### src/ousb_pkg.sv
package ousb_pkg;
   localparam logic [5:0] OTG_WR      = 6'h0a;
   localparam logic [5:0] OTG_SET     = 6'h0b;
   localparam logic [5:0] OTG_CLR     = 6'h0c;
   localparam logic [5:0] RISE_WR     = 6'h0d;
   localparam logic [5:0] RISE_SET    = 6'h0e;
   localparam logic [5:0] RISE_CLR    = 6'h0f;
   localparam logic [5:0] FALL_WR     = 6'h10;
   localparam logic [5:0] FALL_SET    = 6'h11;
   localparam logic [5:0] FALL_CLR    = 6'h12;
   localparam logic [5:0] STATUS_ADDR = 6'h13;
   localparam logic [5:0] LATCH_ADDR  = 6'h14;
   localparam logic [7:0] OTG_RESET   = 8'h06;
   localparam logic [4:0] EN_RESET    = 5'h1f;
   localparam int         SRC_N       = 5;
   localparam int         BIT_HOSTDISC = 0;
   localparam int         BIT_VBUSVAL  = 1;
   localparam int         BIT_SELEXT   = 7;
endpackage

### src/ousb_regs.sv
`timescale 1ns/1ps
`default_nettype none
module ousb_regs (
   // clock and reset
   input  wire logic       i_clock,
   input  wire logic       i_reset_n,
   // register access
   input  wire logic       i_reg_wr,
   input  wire logic       i_reg_rd,
   input  wire logic [5:0] i_reg_addr,
   input  wire logic [7:0] i_reg_wdata,
   output var  logic [7:0] o_reg_rdata,
   output var  logic       o_reg_rvalid,
   // comparator sources, async
   input  wire logic       i_host_disconnect,
   input  wire logic       i_vbus_valid_cmp,
   input  wire logic       i_sess_valid,
   input  wire logic       i_sess_end,
   input  wire logic       i_id_gnd,
   input  wire logic       i_host_mode,
   // analog controls and event pending flag
   output var  logic       o_id_pin_pullup_en,
   output var  logic       o_dplus_pulldown_en,
   output var  logic       o_dminus_pulldown_en,
   output var  logic       o_vbus_discharge_en,
   output var  logic       o_vbus_charge_en,
   output var  logic       o_event_pending
);
   // ----------------------------------------
   // input synchronisers
   // ----------------------------------------
   logic [5:0] src_sync;
   ousb_sync #(.WIDTH(6)) u_sync (
      .i_clock   (i_clock),
      .i_reset_n (i_reset_n),
      .i_async   ({i_host_mode, i_id_gnd, i_sess_end, i_sess_valid,
                   i_vbus_valid_cmp, i_host_disconnect}),
      .o_sync    (src_sync)
   );
   // ----------------------------------------
   // control registers
   // ----------------------------------------
   function automatic logic hit(input logic [5:0] a, input logic [5:0] b);
      hit = (a == b);
   endfunction
   logic [7:0] otg_q;
   logic [4:0] rise_q;
   logic [4:0] fall_q;
   ousb_wsc #(.WIDTH(8), .RESET(ousb_pkg::OTG_RESET)) u_otg (
      .i_clock   (i_clock),
      .i_reset_n (i_reset_n),
      .i_wr      (i_reg_wr && hit(i_reg_addr, ousb_pkg::OTG_WR)),
      .i_set     (i_reg_wr && hit(i_reg_addr, ousb_pkg::OTG_SET)),
      .i_clr     (i_reg_wr && hit(i_reg_addr, ousb_pkg::OTG_CLR)),
      .i_data    (i_reg_wdata),
      .o_value   (otg_q)
   );
   ousb_wsc #(.WIDTH(5), .RESET(ousb_pkg::EN_RESET)) u_rise (
      .i_clock   (i_clock),
      .i_reset_n (i_reset_n),
      .i_wr      (i_reg_wr && hit(i_reg_addr, ousb_pkg::RISE_WR)),
      .i_set     (i_reg_wr && hit(i_reg_addr, ousb_pkg::RISE_SET)),
      .i_clr     (i_reg_wr && hit(i_reg_addr, ousb_pkg::RISE_CLR)),
      .i_data    (i_reg_wdata[4:0]),
      .o_value   (rise_q)
   );
   ousb_wsc #(.WIDTH(5), .RESET(ousb_pkg::EN_RESET)) u_fall (
      .i_clock   (i_clock),
      .i_reset_n (i_reset_n),
      .i_wr      (i_reg_wr && hit(i_reg_addr, ousb_pkg::FALL_WR)),
      .i_set     (i_reg_wr && hit(i_reg_addr, ousb_pkg::FALL_SET)),
      .i_clr     (i_reg_wr && hit(i_reg_addr, ousb_pkg::FALL_CLR)),
      .i_data    (i_reg_wdata[4:0]),
      .o_value   (fall_q)
   );
   // ----------------------------------------
   // live status and edge latch
   // ----------------------------------------
   localparam logic ext_vbus_indicator_in = 1'b1;
   logic [4:0] live;
   logic [4:0] prev_q;
   logic [4:0] latch_q;
   logic [4:0] latch_d;
   logic [4:0] evt;
   logic [2:0] prim_q;
   logic       rd_latch;
   logic [7:0] rdata_d;
   logic [4:0] ctl_d;
   always_comb begin
      live = src_sync[4:0];
      if (otg_q[ousb_pkg::BIT_SELEXT]) begin
         live[ousb_pkg::BIT_VBUSVAL] = ext_vbus_indicator_in;
      end
      evt = (live & ~prev_q & rise_q) | (~live & prev_q & fall_q);
      if (!src_sync[5]) begin
         evt[ousb_pkg::BIT_HOSTDISC] = 1'b0;
      end
      if (!prim_q[2]) begin
         evt = '0;
      end
      rd_latch = i_reg_rd && hit(i_reg_addr, ousb_pkg::LATCH_ADDR);
      latch_d = latch_q;
      if (rd_latch) begin
         latch_d = '0;
      end
      latch_d = latch_d | evt;                                      // set wins
      rdata_d = 8'h00;
      if (i_reg_addr >= ousb_pkg::OTG_WR && i_reg_addr <= ousb_pkg::OTG_CLR) begin
         rdata_d = otg_q;
      end else if (i_reg_addr >= ousb_pkg::RISE_WR && i_reg_addr <= ousb_pkg::RISE_CLR) begin
         rdata_d = {3'h0, rise_q};
      end else if (i_reg_addr >= ousb_pkg::FALL_WR && i_reg_addr <= ousb_pkg::FALL_CLR) begin
         rdata_d = {3'h0, fall_q};
      end else if (hit(i_reg_addr, ousb_pkg::STATUS_ADDR)) begin
         rdata_d = {3'h0, live};
      end else if (hit(i_reg_addr, ousb_pkg::LATCH_ADDR)) begin
         rdata_d = {3'h0, latch_q};
      end
      ctl_d = otg_q[4:0];
   end
   always_ff @(posedge i_clock or negedge i_reset_n) begin
      if (!i_reset_n) begin
         prev_q               <= '0;
         prim_q               <= '0;
         latch_q              <= '0;
         o_reg_rdata          <= 8'h00;
         o_reg_rvalid         <= 1'b0;
         o_id_pin_pullup_en   <= 1'b0;
         o_dplus_pulldown_en  <= 1'b1;
         o_dminus_pulldown_en <= 1'b1;
         o_vbus_discharge_en  <= 1'b0;
         o_vbus_charge_en     <= 1'b0;
         o_event_pending      <= 1'b0;
      end else begin
         prev_q               <= live;
         prim_q               <= {prim_q[1:0], 1'b1};
         latch_q              <= latch_d;
         o_reg_rdata          <= i_reg_rd ? rdata_d : 8'h00;
         o_reg_rvalid         <= i_reg_rd;
         o_id_pin_pullup_en   <= ctl_d[0];
         o_dplus_pulldown_en  <= ctl_d[1];
         o_dminus_pulldown_en <= ctl_d[2];
         o_vbus_discharge_en  <= ctl_d[3];
         o_vbus_charge_en     <= ctl_d[4];
         o_event_pending      <= |latch_d;
      end
   end
endmodule
`default_nettype wire

### src/ousb_sync.sv
`timescale 1ns/1ps
`default_nettype none
module ousb_sync #(
   parameter int WIDTH = 5
) (
   input  wire logic             i_clock,
   input  wire logic             i_reset_n,
   input  wire logic [WIDTH-1:0] i_async,
   output var  logic [WIDTH-1:0] o_sync
);
   logic [WIDTH-1:0] meta_q;
   always_ff @(posedge i_clock or negedge i_reset_n) begin
      if (!i_reset_n) begin
         meta_q <= '0;
         o_sync <= '0;
      end else begin
         meta_q <= i_async;
         o_sync <= meta_q;
      end
   end
endmodule
`default_nettype wire

### src/ousb_wsc.sv
`timescale 1ns/1ps
`default_nettype none
module ousb_wsc #(
   parameter int               WIDTH = 8,
   parameter logic [WIDTH-1:0] RESET = '0
) (
   input  wire logic             i_clock,
   input  wire logic             i_reset_n,
   // access strobes
   input  wire logic             i_wr,
   input  wire logic             i_set,
   input  wire logic             i_clr,
   input  wire logic [WIDTH-1:0] i_data,
   // stored value
   output var  logic [WIDTH-1:0] o_value
);
   logic [WIDTH-1:0] val_d;
   always_comb begin
      val_d = o_value;
      if (i_wr) begin
         val_d = i_data;
      end else if (i_set) begin
         val_d = o_value | i_data;
      end else if (i_clr) begin
         val_d = o_value & ~i_data;
      end
   end
   always_ff @(posedge i_clock or negedge i_reset_n) begin
      if (!i_reset_n) begin
         o_value <= RESET;
      end else begin
         o_value <= val_d;
      end
   end
endmodule
`default_nettype wire

### config.mk
export PLATFORM = sky130hd
export DESIGN_NAME = ousb_regs
export DESIGN_NICKNAME = d
export VERILOG_FILES = /design/src/ousb_pkg.sv /design/src/ousb_regs.sv /design/src/ousb_sync.sv /design/src/ousb_wsc.sv
export SDC_FILE = /design/constraint.sdc
export NUM_CORES = 1
export LEC_CHECK = 0
export BUFFER_PORTS_ARGS = -buffer_cell sky130_fd_sc_hd__buf_4
export CAP_MARGIN = 30
export CORE_MARGIN = 2
export CORE_UTILIZATION = 50
export DETAILED_ROUTE_END_ITERATION = 8
export PLACE_DENSITY_LB_ADDON = 0.15
export SYNTH_ARGS = -nofsm -noshare
export SYNTH_HDL_FRONTEND = slang
export SYNTH_SLANG_ARGS = --single-unit
### constraint.sdc
create_clock -name i_clock -period 1.6 [get_ports i_clock]
set_input_delay 0 -clock i_clock [delete_from_list [all_inputs] [get_ports i_clock]]
set_output_delay 0 -clock i_clock [all_outputs]
set_load 0.01 [all_outputs]
==> impl_metrics.env, run 1 <==
export IMPL_run_status="finished clean"
export IMPL_fmaxAchievable_ghz=0.630
export IMPL_boundaryPins=39
export IMPL_yosys_most_used_dff="dfrtp_1"
export IMPL_antenna_violations_before_repair=0
export IMPL_critical_path_slowest_cell="or4_1"
export IMPL_arrival_ns=1.79
export IMPL_switching_share_pct=25.3
export IMPL_inserted_clock_buffers=9
export IMPL_detail_route_first_pass_iterations=4
export IMPL_grt_setup_unrepaired="true"
export IMPL_grt_overall_usage_pct=23.7
export IMPL_cp_required_ns=1.81
export IMPL_worst_margin_pin_slew_ns=0.707
export IMPL_crit_chain="or2_4 > mux2i_1 > a22o_2 > or4_1"
export IMPL_die_w_um=73.0
export IMPL_leakagePower_nw=1.37
export IMPL_vias_cell=5.70
export IMPL_number_of_buffers_on_the_longest_clock_path=2
export IMPL_synth_avg_cell_area_um2=11.6
export IMPL_maxCapViolations=0
export IMPL_numClockSinks=58
export IMPL_ys_seq_area_share_pct=61.7
export IMPL_synth_enable_flop_cells=0
export IMPL_post_route_cells_drive_above_1_share_pct=32.4
export IMPL_timing_final_hold_violations=0
export IMPL_finalSetupTns_ns=0
export IMPL_slew_headroom_pct=52.9
export IMPL_yosysWarningCount=0
export IMPL_vias=1928
export IMPL_synth_cells=205
export IMPL_die_outline_area_um2=5330
export IMPL_floorplan_die_height_um=73.0
export IMPL_area_sequential_um2=1470
export IMPL_cts_max_level=3
export IMPL_detailedRoute_firstIterationViolations=130
export IMPL_reg2reg_slack_ns=0.01
export IMPL_largest_net_degree_at_the_start_of_global_routing=59
export IMPL_final_setup_skew_ns=0.00796
export IMPL_finalSetupViolCount=0
export IMPL_cp_start_kind="flop"
export IMPL_final_nets=303
export IMPL_tritoncts="yes"
export IMPL_period_share_pct=99.1
export IMPL_worst_skew_pair_late_latency_ns=0.34
export IMPL_synth_largest_area_cell="dfrtp_1"
export IMPL_finalMaxSlewViolations=0
export IMPL_timing_critical_path_slowest_cell_delay_ns=0.50
export IMPL_drt_total_wl_um=5460
export IMPL_routed_wire_length_per_instance_um=16.2
export IMPL_synth_net_count=229
export IMPL_antenna_left=0
export IMPL_detailedPlacementHpwl_um=3700
export IMPL_grt_first_pass_wirelength_um=9230
export IMPL_insertedDiodeCount=0
export IMPL_start_util_pct=51.1
export IMPL_irDropWorstVdd_mv=0.763
export IMPL_hold_path_class="in2reg"
export IMPL_synth_seq_cells=58
export IMPL_portion_of_total_power_attributed_to_sequential_cells_pct=52.9
export IMPL_overflow=0
export IMPL_power_share_combinational_pct=12.1
export IMPL_pint_mw=2.45
export IMPL_mostFrequentLayoutCell="buf_4"
export IMPL_synth_cell_area_um2=2380
export IMPL_area_growth_synth_to_final_pct=31.8
export IMPL_portBuffers=38
export IMPL_num_rows=25
export IMPL_grt_pass1_vias=1940
export IMPL_pwr_density_cell_nw_per_um2=1050
export IMPL_timing_critical_path_fanout_max=2
export IMPL_switching_power_uw=831
export IMPL_core_footprint_um2=4660
export IMPL_layout_cells_most_common_list="buf_4 (50), dfrtp_1 (44), a21oi_1 (27)"
export IMPL_drc_errors=0
export IMPL_power_share_clock_pct=35.0
export IMPL_place_gp_congestion=0.875
export IMPL_post_place_cells=306
export IMPL_synth_top_area_share_pct=46.2
export IMPL_clk_transition_reported_paths_ns=0.07
export IMPL_timing_setup_critical_path_class="reg2reg"
export IMPL_async_flop_share_pct=100
export IMPL_fin_crit_ns=1.59
export IMPL_synth_area_leaders="dfrtp_1 (46%), dfstp_2 (15%), a21oi_1 (5.7%)"
export IMPL_root_buffer="clkbuf_8"
export IMPL_multi_input_gate_area_in_the_final_layout_um2=896
export IMPL_number_of_distinct_library_cells_after_synthesis=38
export IMPL_post_layout_nonfiller_instances=338
export IMPL_critPathCaptureType="flop"
export IMPL_fillCellCount=358
## worst max-delay path, delay by kind of cell (launching register included)
family	cells	cell delay [ns]
simple gates	2	0.74
flops	1	0.38
mux	1	0.12
compound gates	1	0.21
## through the flow
step                      instance area, µm²  total power [mW]  util, %  hold slack (ns)  setup WS [ns]
after floorplan                         2380              1.93        -           -0.296      0.0000913
after global placement                  2810              2.12     60.3           0.0916        -0.0154
final                                   3140              3.29     67.4           0.0807         0.0137
after detailed placement                2810              2.13     60.3           0.0972        -0.0470
after global routing                    3140              3.44     67.4           0.0759        -0.0116
after CTS                               3140              3.30     67.4           0.0667         0.0106
## kinds of logic after synthesis
kind of cell	Yosys count	share of synthesized area (%)
flip-flops	58	61.7
AO/OA/AOI/OAI	70	18.6
other	1	0.157
buffers and inverters	5	0.840
XOR/XNOR	1	0.368
AND/OR/NAND/NOR	69	17.9
multiplexers	1	0.420
## per-layer routing
| metal | vias to the layer above | track usage, % | wire length (µm) |
|---|---|---|---|
| li1 | 909 | - | - |
| met2 | 60 | 32.9 | 2490 |
| met4 | 0 | 10.7 | 146 |
| met1 | 944 | 33.4 | 2590 |
| met5 | - | 0 | 0 |
| met3 | 15 | 8.43 | 243 |
## path summary, 6_finish.rpt
check,start,to,depth (start not counted)
setup / recovery,flop,o_event_pending,4
hold / removal,i_reg_addr[1],latch_q[3],4
setup reg to reg,flop,o_event_pending,4
hold reg to reg,prim_q[1],prim_q[2],0
max in group asynchronous,i_reset_n,o_reg_rvalid,2
min in group asynchronous,i_reset_n,u_sync.o_sync[3],2
## cell usage after synthesis (2+ instances only)
master    count
nand3b_1      7
a21oi_1      27
dfstp_2      14
a221o_1       5
nor2_1        7
or2_2         2
dfrtp_1      44
nor3b_4       2
o21ai_0      20
a22o_1       10
nand2_1      18
a22o_2        3
inv_1         2
clkbuf_1      2
nand2b_1      6
nand3_1      12
and3_1        3
## final cells by class
| class | count | area share, % |
|---|---|---|
| clock buffers | 13 | 4.74 |
| clock inverters | 3 | 0.478 |
| inverters | 2 | 0.239 |
| multi-input cells | 142 | 28.5 |
| flip-flops and latches | 58 | 46.8 |
| well taps | 54 | 2.15 |
| repair buffers | 66 | 17.1 |
## power groups by stage
| stage | clock (mW) | combinational (mW) | sequential (mW) |
|---|---|---|---|
| 2_1_floorplan | 0 | 0.206 | 1.73 |
| 3_3_place_gp | 0 | 0.360 | 1.76 |
| 3_5_place_dp | 0 | 0.366 | 1.76 |
| 4_1_cts | 1.17 | 0.401 | 1.74 |
| 5_1_grt | 1.25 | 0.440 | 1.75 |
| 6_report | 1.15 | 0.397 | 1.74 |
## timing repair
item / CTS / global route
resized for setup: 1 / 0
endpoints found under the hold margin: 74 / 0
setup buffers: 0 / 0
pin swaps: 0 / 0
hold buffers: 16 / 0
setup endpoints to repair: 1 / 1
gates cloned: 0 / 0
Note: power is estimated with default switching activity, not from simulation.
==> inputs of run 2 (changes only) <==
clock period = 1.71 ns   (was 1.6 ns; I/O delays follow)
==> run 2 against run 1 <==
- sequential share of layout area is 0.38 points higher
- flip-flop and latch count stayed put
- critical path depth stayed put
- clock skew is 0.0021 ns lower
- routed wire length is 2.2% lower
- via count is 2.2% lower
- maximum frequency is 2.6% lower
- register-to-register slack better by 0.07 ns
- clock power is 8% lower
- critical endpoint unchanged
==> impl_metrics.env, run 2 (synthesized netlist as in run 1, its figures left out) <==
export IMPL_vias_cell=5.63
export IMPL_antenna_violations_before_repair=0
export IMPL_num_rows=25
export IMPL_leakagePower_nw=1.36
export IMPL_detailedRoute_firstIterationViolations=149
export IMPL_post_route_cells_drive_above_1_share_pct=31.7
export IMPL_die_outline_area_um2=5330
export IMPL_fin_crit_ns=1.63
export IMPL_drt_total_wl_um=5350
export IMPL_timing_setup_critical_path_class="reg2reg"
export IMPL_number_of_buffers_on_the_longest_clock_path=2
export IMPL_boundaryPins=39
export IMPL_grt_overall_usage_pct=22.4
export IMPL_inserted_clock_buffers=9
export IMPL_cp_required_ns=1.91
export IMPL_fmaxAchievable_ghz=0.614
export IMPL_die_w_um=73.0
export IMPL_design_power_total_mw=3.05
export IMPL_insertedDiodeCount=0
export IMPL_run_status="finished clean"
export IMPL_finalSetupTns_ns=0
export IMPL_finalMaxSlewViolations=0
export IMPL_cts_max_level=3
export IMPL_timing_critical_path_fanout_max=3
export IMPL_critPathCaptureType="flop"
export IMPL_timing_final_hold_violations=0
export IMPL_pwr_density_cell_nw_per_um2=979
export IMPL_layout_cells_most_common_list="buf_4 (47), dfrtp_1 (44), a21oi_1 (27)"
export IMPL_mostFrequentLayoutCell="buf_4"
export IMPL_arrival_ns=1.83
export IMPL_hold_path_class="in2reg"
export IMPL_start_util_pct=51.1
export IMPL_cts_setup_buffers=0
export IMPL_floorplan_die_height_um=73.0
export IMPL_vias=1885
export IMPL_period_share_pct=95.3
export IMPL_cp_start_kind="flop"
export IMPL_final_nets=300
export IMPL_grt_first_pass_wirelength_um=8650
export IMPL_detail_route_first_pass_iterations=4
export IMPL_place_gp_congestion=0.885
export IMPL_tritoncts="yes"
export IMPL_worst_margin_pin_slew_ns=0.687
export IMPL_portBuffers=38
export IMPL_grt_setup_unrepaired="false"
export IMPL_antenna_left=0
export IMPL_slew_headroom_pct=54.2
export IMPL_numClockSinks=58
export IMPL_drc_errors=0
export IMPL_area_growth_synth_to_final_pct=30.7
export IMPL_clk_transition_reported_paths_ns=0.06
export IMPL_largest_net_degree_at_the_start_of_global_routing=59
export IMPL_grt_pass1_vias=1801
export IMPL_fillCellCount=355
export IMPL_root_buffer="clkbuf_8"
export IMPL_final_setup_skew_ns=0.00588
export IMPL_core_footprint_um2=4660
export IMPL_detailedPlacementHpwl_um=3640
export IMPL_maxCapViolations=0
export IMPL_finalSetupViolCount=0
export IMPL_routed_wire_length_per_instance_um=16.0
export IMPL_overflow=0
export IMPL_worst_skew_pair_late_latency_ns=0.33
export IMPL_irDropWorstVdd_mv=0.634
==> run 2: changes by cell type in the layout (fill, tap and decap cells not counted) <==
cell | previous run | this run
or2_2 | 1 | 2
or2_4 | 1 | 0
buf_4 | 50 | 47
==> run 2: repair_timing <==
action,4_1_cts,5_1_grt
resized for setup,0,0
hold endpoints to repair,75,0
hold buffers,16,0
==> run 2: worst max-delay path: stages (launching register included) <==
cell and delay, ns:
dfrtp_1 0.37, or2_2 0.30, mux2i_1 0.13, a22o_2 0.21
or4_1 0.49
==> run 2: area by class of cell <==
cell class / count / area (µm²) / share of cell area [%]
well taps: 54 / 67.6 / 2.17
inverters: 2 / 7.51 / 0.241
clock buffers: 13 / 149 / 4.78
repair buffers: 63 / 513 / 16.5
multi-input cells: 142 / 893 / 28.7
flip-flops and latches: 58 / 1470 / 47.2
clock inverters: 3 / 15.0 / 0.482
==> run 2: metrics by stage <==
step / worst slack [ns] / cell area [µm²] / utilization (%) / instances / hold WS, ns
floorplan: 0.110 / 2380 / - / 205 / -0.296
CTS: 0.0789 / 3110 / 66.8 / 335 / 0.0345
detailed placement: 0.0806 / 2790 / 59.9 / 303 / 0.0998
global route: 0.0325 / 3110 / 66.8 / 335 / 0.0628
global placement: 0.103 / 2790 / 59.9 / 303 / 0.0994
finish: 0.0807 / 3110 / 66.8 / 335 / 0.0694
==> run 2: worst paths after layout <==
check                                    to  depth (start not counted)              from  slack, ns
setup / recovery            o_event_pending                          4              flop       0.08
hold / removal                         flop                          3     i_reg_addr[0]       0.07
setup reg to reg            o_event_pending                          4              flop       0.08
hold reg to reg            u_sync.o_sync[0]                          0  u_sync.meta_q[0]       0.35
max in group asynchronous    o_reg_rdata[0]                          2         i_reset_n       0.99
min in group asynchronous    o_reg_rdata[3]                          2         i_reset_n       0.26
==> run 2: report_power, final <==
group          total, mW  internal [mW]  switching, mW
clock network       1.06          0.558          0.498
registers           1.62           1.53         0.0891
logic              0.369          0.199          0.170
total               3.05           2.29          0.757
==> run 2: metal layers <==
layer / GRT usage [%] / vias up / part of all wire [%]
met1: 31.3 / 898 / 44
met5: 0 / - / 0
met3: 7.18 / 6 / 7.9
met2: 32.1 / 82 / 47
li1: - / 899 / -
met4: 9.26 / 0 / 1.1
==> inputs of run 3 (changes only) <==
PLACE_DENSITY = 0.81   (was not set)
PLACE_DENSITY_LB_ADDON = not set   (was 0.15)
==> run 3 against run 2 <==
- power is 4.8% higher
- die area stayed put
- non-clock buffer count shrank 1
- largest cell class unchanged
==> impl_metrics.env, run 3 (synthesized netlist as in run 1, its figures left out) <==
export IMPL_critical_path_slowest_cell="or4_1"
export IMPL_largest_net_degree_at_the_start_of_global_routing=59
export IMPL_worst_margin_pin_slew_ns=0.693
export IMPL_tritoncts="yes"
export IMPL_post_route_cells_drive_above_1_share_pct=31.4
export IMPL_antenna_violations_before_repair=0
export IMPL_antenna_left=0
export IMPL_clk_transition_reported_paths_ns=0.06
export IMPL_vias=1948
export IMPL_placement_setup_worst_slack_ns=0.0472
export IMPL_die_outline_area_um2=5330
export IMPL_final_nets=299
export IMPL_pint_mw=2.44
export IMPL_worst_skew_pair_late_latency_ns=0.33
export IMPL_timing_critical_path_fanout_max=3
export IMPL_finalMaxSlewViolations=0
export IMPL_grt_first_pass_wirelength_um=9110
export IMPL_run_status="finished clean"
export IMPL_timing_critical_path_slowest_cell_delay_ns=0.49
export IMPL_place_gp_congestion=0.864
export IMPL_critPathCaptureType="flop"
export IMPL_detailedPlacementHpwl_um=3900
export IMPL_switching_share_pct=23.6
export IMPL_design_power_total_mw=3.20
export IMPL_fin_crit_ns=1.59
export IMPL_start_util_pct=51.1
export IMPL_vias_cell=5.83
export IMPL_cp_required_ns=1.91
export IMPL_num_rows=25
export IMPL_portion_of_total_power_attributed_to_sequential_cells_pct=51.4
export IMPL_mostFrequentLayoutCell="buf_4"
export IMPL_post_layout_nonfiller_instances=334
export IMPL_timing_final_hold_violations=0
export IMPL_timing_setup_critical_path_class="reg2reg"
export IMPL_pwr_density_cell_nw_per_um2=1020
export IMPL_crit_chain="or2_4 > mux2i_1 > a22o_2 > or4_1"
export IMPL_leakagePower_nw=1.36
export IMPL_finalHoldWorstSlack_ns=0.0654
export IMPL_finalSetupTns_ns=0
export IMPL_slew_headroom_pct=53.8
export IMPL_fin_ws_ns=0.123
export IMPL_arrival_ns=1.79
export IMPL_hold_path_class="in2reg"
export IMPL_layout_cells_most_common_list="buf_4 (46), dfrtp_1 (44), a21oi_1 (27)"
export IMPL_drc_errors=0
export IMPL_boundaryPins=39
export IMPL_post_place_cells=302
export IMPL_fmaxAchievable_ghz=0.630
export IMPL_number_of_buffers_on_the_longest_clock_path=2
export IMPL_overflow=0
export IMPL_portBuffers=38
export IMPL_switching_power_uw=753
export IMPL_floorplan_die_height_um=73.0
export IMPL_power_share_clock_pct=37.2
export IMPL_grt_setup_unrepaired="false"
export IMPL_grt_pass1_vias=1953
export IMPL_period_share_pct=92.8
export IMPL_maxCapViolations=0
export IMPL_detailedRoute_firstIterationViolations=192
export IMPL_inserted_clock_buffers=9
export IMPL_numClockSinks=58
export IMPL_insertedDiodeCount=0
export IMPL_routed_wire_length_per_instance_um=16.7
export IMPL_root_buffer="clkbuf_8"
export IMPL_cts_max_level=3
export IMPL_drt_total_wl_um=5590
export IMPL_detail_route_first_pass_iterations=4
export IMPL_cp_start_kind="flop"
export IMPL_area_growth_synth_to_final_pct=31.6
export IMPL_finalSetupViolCount=0
export IMPL_irDropWorstVdd_mv=0.496
export IMPL_core_footprint_um2=4660
export IMPL_final_setup_skew_ns=0.00789
export IMPL_grt_overall_usage_pct=23.4
export IMPL_die_w_um=73.0
export IMPL_power_share_combinational_pct=11.4
==> run 3: cell count changes in the layout (fill, tap and decap cells not counted), sizes merged <==
cell and delta:
buf -1, bufinv +1, clkinv -1
==> run 3: area by class of cell <==
cell class / instances / area [µm²]
fillers: 337 / 1530
clock inverters: 3 / 40.0
multi-input cells: 142 / 896
well taps: 54 / 67.6
inverters: 2 / 7.51
clock buffers: 13 / 149
repair buffers: 62 / 505
flip-flops and latches: 58 / 1470
==> run 3: path summary, 6_finish.rpt <==
path	start	slack, ns	cells after the start	end
min in group asynchronous	i_reset_n	0.26	2	o_reg_rdata[4]
max	u_sync.o_sync[1]	0.12	4	o_event_pending
min reg2reg	u_sync.meta_q[1]	0.35	0	u_sync.o_sync[1]
max in group asynchronous	i_reset_n	0.99	2	async pin
max reg2reg	u_sync.o_sync[1]	0.12	4	o_event_pending
min	i_reg_addr[0]	0.07	3	flop
==> run 3: power groups by stage <==
stage | Clock, mW | Combinational [mW] | Sequential [mW]
CTS | 1.23 | 0.363 | 1.64
global placement | 0 | 0.323 | 1.66
finish | 1.19 | 0.364 | 1.64
floorplan | 0 | 0.193 | 1.62
detailed placement | 0 | 0.335 | 1.66
global route | 1.29 | 0.399 | 1.65
==> run 3: worst max-delay path, delay by kind of cell, from the launching register on <==
kind             cells  cell delay (ns)
AND/OR/NAND/NOR      2             0.75
flip-flops           1             0.37
AO/OA/AOI/OAI        1             0.22
multiplexers         1             0.12
==> run 3: timing repair <==
item / CTS / global route
hold endpoints to repair: 77 / 0
endpoints found under the setup margin: 0 / 1
buffers inserted: 0 / 0
resized for setup: 0 / 1
hold buffers: 16 / 0
==> run 3: stage by stage <==
step	instance area (µm²)	utilization (%)
CTS	3130	67.2
floorplan	2380	-
finish	3130	67.2
global route	3130	67.2
global placement	2780	59.7
detailed placement	2780	59.7
==> run 3: per-layer routing <==
metal | vias to the layer above | wire length, µm | global-route usage (%)
met5 | - | 0 | 0
met3 | 11 | 350 | 7.18
li1 | 900 | - | -
met1 | 965 | 2360 | 30.3
met4 | 0 | 119 | 10.9
met2 | 72 | 2760 | 36.1
